### src/logic/lpic_defines.svh
// Constants for the PWM and balance control register of the LED flash driver.
// Assumes a 40 MHz core clock and 8-bit register addresses and data.
`ifndef LPIC_DEFINES_SVH
`define LPIC_DEFINES_SVH

// Register offset and reset value
`define LPIC_PWM_BAL_ADDR 8'h09
`define LPIC_PWM_BAL_RESET 8'h00

// Field positions
`define LPIC_DUTY_LSB 0
`define LPIC_DUTY_MSB 1
`define LPIC_FSW_BIT 2
`define LPIC_A_HIGH_BIT 3
`define LPIC_B_HIGH_BIT 4
`define LPIC_BAL_BIT 5

// Operating mode codes of the control register field
`define LPIC_MODE_INDICATOR 2'h0
`define LPIC_MODE_ASSIST 2'h2
`define LPIC_MODE_FLASH 2'h3

// Current threshold for fixed-frequency operation
`define LPIC_FIXED_MIN_CURRENT 8'h40

// Timing: PWM rate and its slot length in clock cycles (16 slots per period)
`define LPIC_CLK_HZ 40000000
`define LPIC_PWM_HZ 31500
`define LPIC_PWM_SLOTS 16
`define LPIC_SLOT_CYC ((`LPIC_CLK_HZ + (`LPIC_PWM_HZ * `LPIC_PWM_SLOTS) / 2) / (`LPIC_PWM_HZ * `LPIC_PWM_SLOTS))

// Balance trim: 25/256 of the setting, just under ten percent
`define LPIC_TRIM_NUM 8'h19

`endif

### src/logic/lpic_pkg.sv
// Types shared by the PWM and balance control logic.
// Assumes lpic_defines.svh is included by the design files.
package lpic_pkg;
   typedef logic [1:0] lpic_mode_t;
   typedef logic [7:0] lpic_byte_t;
endpackage

### src/logic/lpic_pwm_ctrl.sv
// PWM, converter-mode and sink-balance control register of the LED flash driver.
// Assumes the two-wire slave decodes accesses into a one-cycle write strobe with
// address and data on clk_i; comparator and converter-run levels come from analog.
// Functional notes
// - Indicator mode PWM at 31.5kHz, duty 1..4/16
// - PWM only when control mode equals 00
// - Frequency switch cleared: pulse-skip always allowed
// - Switch set, flash/assist, currents>=40h, no boost: fixed
// - Indicator or low-current mode always pulse-skips
// - Sink flags update only while converter runs; read-only
// - Bit 3 set when sink A exceeds B
// - Bit 4 set when sink B exceeds A
// - Balance bit trims sink currents within ten percent
// - Current boost input blocks fixed-frequency operation
`timescale 1ns/1ps
`include "lpic_defines.svh"

module lpic_pwm_ctrl
   import lpic_pkg::*;
(
   // Clock and reset
   input wire logic clk_i,
   input wire logic rst_n_i,
   // Register access from the two-wire slave
   input wire logic reg_wr_i,
   input wire logic [7:0] reg_addr_i,
   input wire logic [7:0] reg_wdata_i,
   output logic [7:0] reg_rdata_o,
   // Device context from other registers
   input wire logic [1:0] mode_setting_i,
   input wire logic [7:0] sink_a_current_setting_i,
   input wire logic [7:0] sink_b_current_setting_i,
   input wire logic current_boost_i,
   // Analog inputs, asynchronous
   input wire logic converter_on_i,
   input wire logic sink_a_above_cmp_i,
   input wire logic sink_b_above_cmp_i,
   // Controls toward the converter and sinks
   output logic sink_drive_o,
   output logic pulse_skip_en_o,
   output logic fixed_freq_o,
   output logic load_balance_en_o,
   output logic [7:0] sink_a_current_adj_o,
   output logic [7:0] sink_b_current_adj_o
);

   localparam logic [6:0] SLOT_LAST = 7'(`LPIC_SLOT_CYC - 1);

   // Register fields
   logic [1:0] duty_reg, duty_next;
   logic fsw_reg, fsw_next;
   logic bal_reg, bal_next;
   logic sink_a_higher_flag_reg, sink_a_higher_flag_next;
   logic sink_b_higher_flag_reg, sink_b_higher_flag_next;
   // Synchronisers: stage 1 feeds stage 2 only
   logic [2:0] sync1_reg, sync1_next;
   logic [2:0] sync2_reg, sync2_next;
   // PWM timing
   logic [6:0] slot_cnt_reg, slot_cnt_next;
   logic [3:0] slot_reg, slot_next;
   logic drive_reg, drive_next;
   // Converter and balance outputs
   logic fixed_reg, fixed_next;
   lpic_byte_t a_adj_reg, a_adj_next;
   lpic_byte_t b_adj_reg, b_adj_next;
   logic [15:0] a_trim, b_trim;
   logic [8:0] a_up, b_up;
   logic wr_hit;
   logic pwm_mode;

   assign wr_hit = reg_wr_i && (reg_addr_i == `LPIC_PWM_BAL_ADDR);
   assign pwm_mode = (mode_setting_i == `LPIC_MODE_INDICATOR);
   assign a_trim = 16'(sink_a_current_setting_i * `LPIC_TRIM_NUM);
   assign b_trim = 16'(sink_b_current_setting_i * `LPIC_TRIM_NUM);
   assign a_up = {1'b0, sink_a_current_setting_i} + {1'b0, a_trim[15:8]};
   assign b_up = {1'b0, sink_b_current_setting_i} + {1'b0, b_trim[15:8]};

   // Next state of every register group
   always_comb
   begin
      duty_next = duty_reg;
      fsw_next = fsw_reg;
      bal_next = bal_reg;
      if (wr_hit)
      begin
         // Flag bits and bits 7:6 are not stored, so writes to them vanish
         duty_next = reg_wdata_i[`LPIC_DUTY_MSB:`LPIC_DUTY_LSB];
         fsw_next = reg_wdata_i[`LPIC_FSW_BIT];
         bal_next = reg_wdata_i[`LPIC_BAL_BIT];
      end
      sync1_next = {converter_on_i, sink_b_above_cmp_i, sink_a_above_cmp_i};
      sync2_next = sync1_reg;
      // Flags freeze while the converter is off, keeping the last valid result
      sink_a_higher_flag_next = sync2_reg[2] ? sync2_reg[0] : sink_a_higher_flag_reg;
      sink_b_higher_flag_next = sync2_reg[2] ? sync2_reg[1] : sink_b_higher_flag_reg;
      // Slot divider: 16 slots form one PWM period
      if (slot_cnt_reg == SLOT_LAST)
      begin
         slot_cnt_next = 7'h00;
         slot_next = slot_reg + 4'h1;
      end
      else
      begin
         slot_cnt_next = slot_cnt_reg + 7'h01;
         slot_next = slot_reg;
      end
      // Duty code n drives the sinks for n+1 of 16 slots
      drive_next = pwm_mode ? (slot_next <= {2'h0, duty_reg}) : 1'b1;
      // Boost raises currents past the table, so fixed frequency is refused
      fixed_next = fsw_reg && !pwm_mode && !current_boost_i
         && ((mode_setting_i == `LPIC_MODE_FLASH) || (mode_setting_i == `LPIC_MODE_ASSIST))
         && (sink_a_current_setting_i >= `LPIC_FIXED_MIN_CURRENT)
         && (sink_b_current_setting_i >= `LPIC_FIXED_MIN_CURRENT);
      // Sink with more headroom takes more current, the other less
      a_adj_next = sink_a_current_setting_i;
      b_adj_next = sink_b_current_setting_i;
      if (bal_reg && sink_a_higher_flag_reg)
      begin
         a_adj_next = a_up[8] ? 8'hFF : a_up[7:0];
         b_adj_next = sink_b_current_setting_i - b_trim[15:8];
      end
      else if (bal_reg && sink_b_higher_flag_reg)
      begin
         a_adj_next = sink_a_current_setting_i - a_trim[15:8];
         b_adj_next = b_up[8] ? 8'hFF : b_up[7:0];
      end
   end

   // Registers, all cleared by the synchronous reset
   always_ff @(posedge clk_i)
   begin
      if (!rst_n_i)
      begin
         duty_reg <= 2'h0;
         fsw_reg <= 1'b0;
         bal_reg <= 1'b0;
         sink_a_higher_flag_reg <= 1'b0;
         sink_b_higher_flag_reg <= 1'b0;
         sync1_reg <= 3'h0;
         sync2_reg <= 3'h0;
         slot_cnt_reg <= 7'h00;
         slot_reg <= 4'h0;
         drive_reg <= 1'b0;
         fixed_reg <= 1'b0;
         a_adj_reg <= 8'h00;
         b_adj_reg <= 8'h00;
      end
      else
      begin
         duty_reg <= duty_next;
         fsw_reg <= fsw_next;
         bal_reg <= bal_next;
         sink_a_higher_flag_reg <= sink_a_higher_flag_next;
         sink_b_higher_flag_reg <= sink_b_higher_flag_next;
         sync1_reg <= sync1_next;
         sync2_reg <= sync2_next;
         slot_cnt_reg <= slot_cnt_next;
         slot_reg <= slot_next;
         drive_reg <= drive_next;
         fixed_reg <= fixed_next;
         a_adj_reg <= a_adj_next;
         b_adj_reg <= b_adj_next;
      end
   end

   // Read data is combinational from the stored fields; other addresses read zero
   always_comb
   begin
      reg_rdata_o = 8'h00;
      if (reg_addr_i == `LPIC_PWM_BAL_ADDR)
      begin
         reg_rdata_o = {2'h0, bal_reg, sink_b_higher_flag_reg,
            sink_a_higher_flag_reg, fsw_reg, duty_reg};
      end
   end

   assign sink_drive_o = drive_reg;
   assign fixed_freq_o = fixed_reg;
   assign pulse_skip_en_o = !fixed_reg;
   assign load_balance_en_o = bal_reg;
   assign sink_a_current_adj_o = a_adj_reg;
   assign sink_b_current_adj_o = b_adj_reg;
endmodule

### config.mk
export PLATFORM = sky130hd
export DESIGN_NAME = lpic_pwm_ctrl
export DESIGN_NICKNAME = d
export VERILOG_FILES = /design/src/logic/lpic_pkg.sv /design/src/logic/lpic_pwm_ctrl.sv
export VERILOG_INCLUDE_DIRS = /design/src /design/src/logic
export SDC_FILE = /design/constraint.sdc
export NUM_CORES = 1
export LEC_CHECK = 0
export BUFFER_PORTS_ARGS = -buffer_cell sky130_fd_sc_hd__buf_2
export CORE_MARGIN = 2
export CORE_UTILIZATION = 44
export DETAILED_ROUTE_END_ITERATION = 10
export GPL_TIMING_DRIVEN = 0
export PLACE_DENSITY = 0.77
export SYNTH_ARGS = -nofsm -noshare
export SYNTH_HDL_FRONTEND = slang
export SYNTH_SLANG_ARGS = --single-unit
export TNS_END_PERCENT = 100
### constraint.sdc
create_clock -name clk_i -period 3.6 [get_ports clk_i]
set_input_delay 0.18 -clock clk_i [delete_from_list [all_inputs] [get_ports clk_i]]
set_output_delay 0.18 -clock clk_i [all_outputs]
set_load 0.02 [all_outputs]
==> impl_metrics.yaml, run 1 <==
routing:
  vias: 3738
  dr.first_iter.drc_count: 219
  first_pass_iters: 7
  ant_nets: 0
  routed_wl_mm: 10.9
  drc: 0
  wl_per_cell_microns: 16.5
  avgViaCountPerCell: 5.66
grt:
  grt_first_pass_wirelength_mm: 17.1
  grt_max_degree: 15
  antenna_found_initial: 0
  gr-total-overflow: 0
  grt_usage: 0.209
  grt_pass1_vias: 3826
timing:
  drv_slew: 0
  fmax_mhz: 274
  fin_skew_ps: 6.71
  hold_viol: 0
  setup_slack_ps: -51.7
  period_share: 1.01
  setup_violations: 4
  rsz0062_at_grt: "true"
  max-slew-margin-rel: 0.593
  finalCriticalPeriod_ps: 3650
  fin_hold_ws_ps: 77.1
  tightestPinTransition_ps: 608
setup_path:
  start_kind: "input pin"
  crit_fanout: 4
  arrival_ps: 3850
  crit_type: "input pin to flop"
  cp-end-kind: "flop"
  cp.required_ps: 3800
run_status:
  violations: "negative setup slack"
  status: "finished with violations"
die:
  num_rows: 35
  die_w_microns: 99.9
  start_util: 0.447
  dieArea_sq_um: 9990
  core-area_sq_um: 9060
  pin_count: 69
  die_h_microns: 99.9
clock_tree:
  cts_buffers: 5
  htreeDepth: 2
  path_clk_slew_ps: 90
  tritoncts: "done"
  clk_latency_ps: 300
  cts_root_buf: "clkbuf_8"
  cts_max_path_buffers: 2
  cts_hold_buf: 0
  clock-sinks: 41
power_and_ir_drop:
  ir_worst_vdd_v: 0.000203
  finalPower_mw: 2.34
  p_leak_nw: 2.48
  powerDensity_nw_per_um2: 417
logic_synthesis:
  synth-seq-cells: 41
  yosysUniqueCellTypes: 76
  synth_cells: 456
  yosys_warnings: 0
  seq_area_frac_synth: 0.203
  async_reset_ff_frac: 0
  avgSynthCellArea_sq_um: 8.88
  synth_edf_count: 0
  synth_area_sq_um: 4050
  ys.flop_type: "dfxtp_1"
place:
  place_congestion: 0.874
  placed_cells: 630
  numPortBuffers: 62
  hpwl_mm: 7.54
  pre_cts_ws_ps: -619
finish:
  area_growth_pct: 38.2
  fin_cells: 661
  fillCellCount: 694
  drive_above_1_share: 0.380
  diodes: 0
  fin_nets: 685
  final_util: 0.617
worst_hold_path:
  hold_class: "input pin to flop"
run:
  drv_cap: 0
layout by cell type (no fill, tap or decap), drive strengths merged, types with 4 or more instances in the layout:
cell type / netlist / final
mux2i: 4 / 4
nor3: 11 / 11
nand2b: 7 / 7
xnor2: 16 / 16
ha: 87 / 87
o221ai: 5 / 5
fa: 8 / 8
buf: 6 / 90
xor2: 15 / 15
a211oi: 4 / 4
nand3: 8 / 8
dfxtp: 41 / 41
nand4: 4 / 4
inv: 41 / 42
a21oi: 29 / 29
nand2: 24 / 24
and2: 17 / 17
clkbuf: 6 / 11
a21o: 7 / 7
o21ai: 20 / 20
nor2: 37 / 37
cells by family (layout without fill, tap and decap cells):
logic type / Yosys count / in the layout / share of synthesized area
muxes: 5 / 5 / 0.0127
DFF: 41 / 41 / 0.203
other: 1 / 2 / 0.000926
xor gates and xnor gates: 31 / 31 / 0.0670
AOI/OAI and AO/OA: 103 / 104 / 0.191
and+or+nand+nor: 126 / 126 / 0.163
buffers and inverters: 54 / 146 / 0.0544
adders and majority gates: 95 / 95 / 0.308
per-layer routing:
layer / share of wire / global-route usage
met1: 0.43 / 0.260
met2: 0.49 / 0.369
met3: 0.057 / 0.0341
met4: 0.028 / 0.0706
met5: 0 / 0
worst max-delay path, cell delays in order:
cell and delay [ps]:
buf_12 100, ha_4 230, ha_4 250, inv_2 30, fa_1 490, inv_2 50, ha_4 260, o21ai_4 60
a221oi_4 350, a311o_2 310, a21oi_4 80, xor2_2 170, ha_1 330, o21a_1 170, o31ai_4 80, buf_6 140
a31oi_4 210, a21oi_1 90, o41ai_2 240
where the power goes:
part	internal, mW	leakage [nW]	switching (mW)
Clock	0.208	0.0585	0.175
Combinational	0.703	2.08	0.772
Sequential	0.471	0.337	0.00713
Total	1.38	2.48	0.954
cells in the mapped netlist, drive strengths merged (3+ instances only):
cell type	n	share of area
nand2b	7	0.011
mux2i	4	0.0099
nor2	37	0.036
and2	17	0.026
a21o	7	0.013
o21ai	20	0.026
ha	87	0.27
nand4	4	0.0062
a211oi	4	0.0086
buf	6	0.0093
xnor2	16	0.035
nor2b	3	0.0046
nand3	8	0.0099
o31a	3	0.0065
inv	41	0.038
and3	3	0.0046
o311ai	3	0.0083
a21oi	29	0.039
nor3	11	0.015
xor2	15	0.032
clkbuf	6	0.0062
dfxtp	41	0.20
o21bai	3	0.0056
o221ai	5	0.014
o22ai	3	0.0046
fa	8	0.040
nand2	24	0.022
o31ai	3	0.0090
o211ai	3	0.0056
metrics by stage:
stage / instance area, sq um / setup TNS, ps
after global routing: 5600 / -1230
final: 5600 / -137
after detailed placement: 4660 / -8740
after floorplan: 4210 / -149
after CTS: 5300 / -92.7
after global placement: 4660 / -7890
cell type report:
cell class	instances	area [sq um]	area share
Tap cell	111	139	0.0248
Timing Repair Buffer	85	593	0.106
Buffer	11	62.6	0.0112
Clock inverter	3	43.8	0.00783
Clock buffer	5	68.8	0.0123
Multi-Input combinational cell	363	3710	0.663
Inverter	42	158	0.0282
Sequential cell	41	821	0.147
repair_timing:
item / CTS / global route
endpoints found under the setup margin: 16 / 16
cloned: 1 / 0
resized for setup: 76 / 56
pin swaps: 41 / 53
buffers inserted: 18 / 5
final timing paths:
check	startpoint	end	slack, ps	cells after the start
setup / recovery	sink_a_current_setting_i[4]	sink_a_current_adj_o[7]$_SDFF_PN0_	-50	19
hold / removal	converter_on_i	sync1_reg[2]$_SDFF_PN0_	80	2
setup reg to reg	slot_cnt_reg[0]$_SDFF_PP0_	sink_drive_o$_SDFF_PN0_	1340	10
hold reg to reg	sync1_reg[0]$_SDFF_PN0_	sync2_reg[0]$_SDFF_PN0_	440	1
No activity file was read; power rests on OpenSTA's default activity.
==> run 2: changes to the inputs <==
Settings changed: CORE_UTILIZATION 44 to 52, PLACE_DENSITY 0.77 to 0.88, SLEW_MARGIN set to 20.
==> run 2 against run 1 <==
Critical path depth up 1. Highest routed layer unchanged. Setup slack worse by 210 ps. The flow still finishes with violations (negative setup slack). Largest cell class unchanged. Non-clock buffer count up 14. Power up 6.1%. Register-to-register slack about the same.
==> impl_metrics.yaml, run 2 (synthesized netlist as in run 1, its figures left out) <==
setup_path:
  worst-r2r-setup-slack_ps: 1330
  r2r-start: "slot_cnt_reg[0]$_SDFF_PP0_"
  critPathLaunch: "sink_a_current_setting_i[4]"
  start_kind: "input pin"
  crit_type: "input pin to flop"
  r2r_cells: 10
  timing.critical_path.to: "sink_a_current_adj_o[2]$_SDFF_PN0_"
  cp-end-kind: "flop"
  arrival_ps: 4050
  crit_fanout: 4
  cp.required_ps: 3790
  r2r-end: "sink_drive_o$_SDFF_PN0_"
timing:
  tightestPinTransition_ps: 686
  setup_violations: 16
  period_share: 1.07
  hold_viol: 0
  drv_slew: 0
  fin_skew_ps: 13.2
  fmax_mhz: 259
  finalCriticalPeriod_ps: 3860
  setup_slack_ps: -263
  rsz0062_at_grt: "true"
  max-slew-margin-rel: 0.542
die:
  die_w_microns: 92.3
  num_rows: 32
  die_h_microns: 92.3
  core-area_sq_um: 7650
  start_util: 0.530
  dieArea_sq_um: 8510
  pin_count: 69
clock_tree:
  cts_buffers: 5
  cts_max_path_buffers: 2
  cts_root_buf: "clkbuf_8"
  clock-sinks: 41
  path_clk_slew_ps: 80
  clk_latency_ps: 310
  cts_hold_buf: 0
  htreeDepth: 2
  tritoncts: "done"
place:
  numPortBuffers: 62
  placed_cells: 621
  hpwl_mm: 7.51
  place_congestion: 0.885
finish:
  drive_above_1_share: 0.397
  area_growth_pct: 39.5
  diodes: 0
  final_common_cell: "ha_1"
  final_util: 0.739
  fin_cells: 666
  fin_nets: 699
  mostFrequentLayoutCells: "61 x ha_1, 56 x buf_2, 41 x dfxtp_1"
grt:
  grt_max_degree: 14
  grt_first_pass_wirelength_mm: 18.3
  grt_pass1_vias: 3890
  antenna_found_initial: 0
  grt_usage: 0.271
  gr-total-overflow: 0
run_status:
  violations: "negative setup slack"
  status: "finished with violations"
routing:
  drc: 0
  first_pass_iters: 7
  routed_wl_mm: 13.5
  ant_nets: 0
  wl_per_cell_microns: 20.3
  dr.first_iter.drc_count: 564
  vias: 4174
  avgViaCountPerCell: 6.27
power_and_ir_drop:
  powerDensity_nw_per_um2: 439
  p_leak_nw: 2.54
  ir_worst_vdd_v: 0.000248
worst_hold_path:
  hold_class: "input pin to flop"
run:
  drv_cap: 0
run 2: through the flow:
stage	hold slack [ps]	setup slack [ps]	area, sq um	setup TNS, ps	total power, mW
after floorplan	273	-95.4	4210	-149	1.29
after global placement	392	-562	4640	-7130	1.45
after detailed placement	396	-670	4640	-8940	1.50
after CTS	93.1	-120	5250	-638	2.13
after global routing	94.3	-405	5650	-4100	2.57
final	82.9	-263	5650	-2500	2.48
run 2: what timing repair did:
action | in CTS | in global routing
pin swaps | 37 | 50
gates resized for setup | 67 | 59
cloned | 1 | 0
setup buffers | 21 | 16
setup endpoints to repair | 16 | 16
run 2: worst min-delay path by stage:
stage / slack (ps) / to / cells after the start / startpoint
after detailed placement: 400 / sync1_reg[2]$_SDFF_PN0_ / 2 / converter_on_i
after global routing: 90 / sync1_reg[2]$_SDFF_PN0_ / 2 / converter_on_i
after floorplan: 270 / sink_a_current_adj_o[6]$_SDFF_PN0_ / 1 / sink_a_current_setting_i[6]
after CTS: 90 / sync1_reg[2]$_SDFF_PN0_ / 2 / converter_on_i
after global placement: 390 / sync1_reg[2]$_SDFF_PN0_ / 2 / converter_on_i
final: 80 / sync1_reg[0]$_SDFF_PN0_ / 2 / sink_a_above_cmp_i
run 2: metal layers:
layer / share of wire / routed length, microns / track usage
met1: 0.38 / 5140 / 0.309
met2: 0.46 / 6240 / 0.478
met3: 0.096 / 1300 / 0.0567
met4: 0.062 / 843 / 0.136
met5: 0 / 0 / 0
run 2: cell type report:
cell class	count	area, sq um
Buffer	12	70.1
Clock buffer	6	82.6
Clock inverter	2	37.5
Fill cell	463	2000
Inverter	42	158
Multi-Input combinational cell	363	3680
Sequential cell	41	821
Tap cell	102	128
Timing Repair Buffer	98	668
run 2: critical path, cell delays in order:
cell	delay, ps
buf_12	100
ha_4	230
ha_4	260
inv_2	30
fa_1	500
inv_2	50
ha_4	270
o21ai_4	70
a221oi_4	320
buf_4	170
o21ai_1	70
nor2b_4	150
xnor2_2	160
ha_4	230
and2b_2	220
o31ai_4	310
a31oi_4	200
buf_6	160
o211ai_1	250
a21oi_1	120
run 2: where the power goes:
part | switching [mW] | internal, mW
registers | 0.00711 | 0.471
clock network | 0.175 | 0.226
logic | 0.881 | 0.719
==> run 3: changes to the inputs <==
==> constraint.sdc (replaced) <==
create_clock -name clk_i -period 3.6 [get_ports clk_i]
set_input_delay 0.72 -clock clk_i [delete_from_list [all_inputs] [get_ports clk_i]]
set_output_delay 0.72 -clock clk_i [all_outputs]
set_load 0.02 [all_outputs]
==> run 3 against run 2 <==
The run still ends with negative setup slack left. Final cell count unchanged. Combinational power up 12%. Maximum frequency is 15% lower. Utilization rose by 2.6 points. Via count grew 3.3%. Sequential cell count is the same. Design area grew 3.5%. Sequential power about the same. Die area unchanged. Worst hold slack better by 370 ps. Non-clock buffer count unchanged. Critical path type unchanged. Largest cell class unchanged.
==> impl_metrics.yaml, run 3 (synthesized netlist as in run 1, its figures left out) <==
routing:
  avgViaCountPerCell: 6.47
  routed_wl_mm: 15.1
  wl_per_cell_microns: 22.6
  ant_nets: 0
  dr.first_iter.drc_count: 673
  vias: 4312
  first_pass_iters: 6
  drc: 0
finish:
  fin_nets: 699
  drive_above_1_share: 0.440
  diodes: 0
  design_area_sq_um: 5840
  mostFrequentLayoutCells: "55 x buf_2, 53 x ha_1, 41 x dfxtp_1"
  final_common_cell: "buf_2"
  area_growth_pct: 44.3
  fillCellCount: 413
clock_tree:
  tritoncts: "done"
  cts_max_path_buffers: 2
  clock-sinks: 41
  cts_root_buf: "clkbuf_8"
  path_clk_slew_ps: 80
  clk_latency_ps: 320
  htreeDepth: 2
  cts_buffers: 5
power_and_ir_drop:
  powerDensity_nw_per_um2: 446
  p_leak_nw: 2.57
  ir_worst_vdd_v: 0.000321
timing:
  hold_viol: 0
  period_share: 1.26
  fmax_mhz: 220
  drv_slew: 0
  fin_skew_ps: 15.2
  setup_violations: 16
  rsz0062_at_grt: "true"
  finalCriticalPeriod_ps: 4550
  tightestPinTransition_ps: 629
  setup_slack_ps: -947
  setup_tns_ps: -11880
  max-slew-margin-rel: 0.580
worst_hold_path:
  hold_class: "flop to flop"
setup_path:
  cp.required_ps: 3820
  cp-end-kind: "flop"
  start_kind: "input pin"
  arrival_ps: 4770
  crit_type: "input pin to flop"
  worst-r2r-setup-slack_ps: 1300
  crit_fanout: 4
grt:
  grt_usage: 0.274
  grt_first_pass_wirelength_mm: 18.7
  gr-total-overflow: 0
  grt_max_degree: 14
  grt_pass1_vias: 3965
  antenna_found_initial: 0
die:
  core-area_sq_um: 7650
  die_w_microns: 92.3
  pin_count: 69
  start_util: 0.530
  num_rows: 32
  die_h_microns: 92.3
  dieArea_sq_um: 8510
run:
  drv_cap: 0
run_status:
  violations: "negative setup slack"
  status: "finished with violations"
place:
  numPortBuffers: 62
  place_area_sq_um: 4670
  hpwl_mm: 7.60
  place_congestion: 0.887
==> run 3: per-layer routing <==
layer | GRT usage | up-vias | wire [microns]
met5 | 0 | - | 0
met4 | 0.133 | 0 | 869
met3 | 0.0477 | 107 | 1580
met2 | 0.469 | 356 | 6960
met1 | 0.330 | 2032 | 5670
li1 | - | 1817 | -
==> run 3: timing repair <==
item / in CTS / in global routing
gates resized for setup: 55 / 101
endpoints found under the hold margin: 0 / 0
setup buffers: 20 / 24
gates cloned: 1 / 0
setup endpoints to repair: 16 / 16
hold buffers: 0 / 0
pin swaps: 38 / 64
==> run 3: area by class of cell <==
type | instances | area, sq um | share of cell area
multi-input combinational | 363 | 3880 | 0.663
sequential | 41 | 821 | 0.140
timing repair buffer | 99 | 706 | 0.121
inverter | 42 | 158 | 0.0270
tap | 102 | 128 | 0.0218
clock buffer | 6 | 82.6 | 0.0141
buffer | 11 | 58.8 | 0.0101
clock inverter | 2 | 13.8 | 0.00235
==> run 3: power by group <==
group	internal [mW]	total [mW]	switching [mW]	leakage, nW
logic	0.817	1.79	0.969	2.18
registers	0.471	0.479	0.00838	0.337
clock network	0.156	0.341	0.186	0.0512
==> run 3: worst max-delay path, cell delays in order <==
cell	delay, ps
buf_12	110
ha_4	240
ha_4	260
inv_2	30
fa_1	490
inv_2	50
ha_4	270
o21ai_4	60
a221oi_4	310
buf_4	180
a311o_2	250
a21oi_4	100
xor2_2	170
ha_1	310
o21a_1	260
o31ai_4	170
a31oi_4	260
buf_12	160
o211ai_1	120
a21oi_1	250
==> run 3: through the flow <==
| step | instances | hold slack [ps] | power (mW) | setup WS (ps) | util |
|---|---|---|---|---|---|
| floorplan | 457 | 412 | 1.30 | -624 | - |
| global placement | 621 | 419 | 1.47 | -1070 | 0.611 |
| detailed placement | 621 | 426 | 1.52 | -1110 | 0.611 |
| CTS | 649 | 444 | 2.08 | -606 | 0.681 |
| global route | 666 | 448 | 2.68 | -1020 | 0.764 |
| finish | 666 | 456 | 2.61 | -947 | 0.764 |
==> run 3: final timing paths <==
path / from / endpoint / depth (start not counted)
max: sink_a_current_setting_i[3] / sink_a_current_adj_o[2]$_SDFF_PN0_ / 20
min: sync1_reg[1]$_SDFF_PN0_ / sync2_reg[1]$_SDFF_PN0_ / 1
max reg2reg: slot_cnt_reg[0]$_SDFF_PP0_ / sink_drive_o$_SDFF_PN0_ / 10
min reg2reg: sync1_reg[1]$_SDFF_PN0_ / sync2_reg[1]$_SDFF_PN0_ / 1
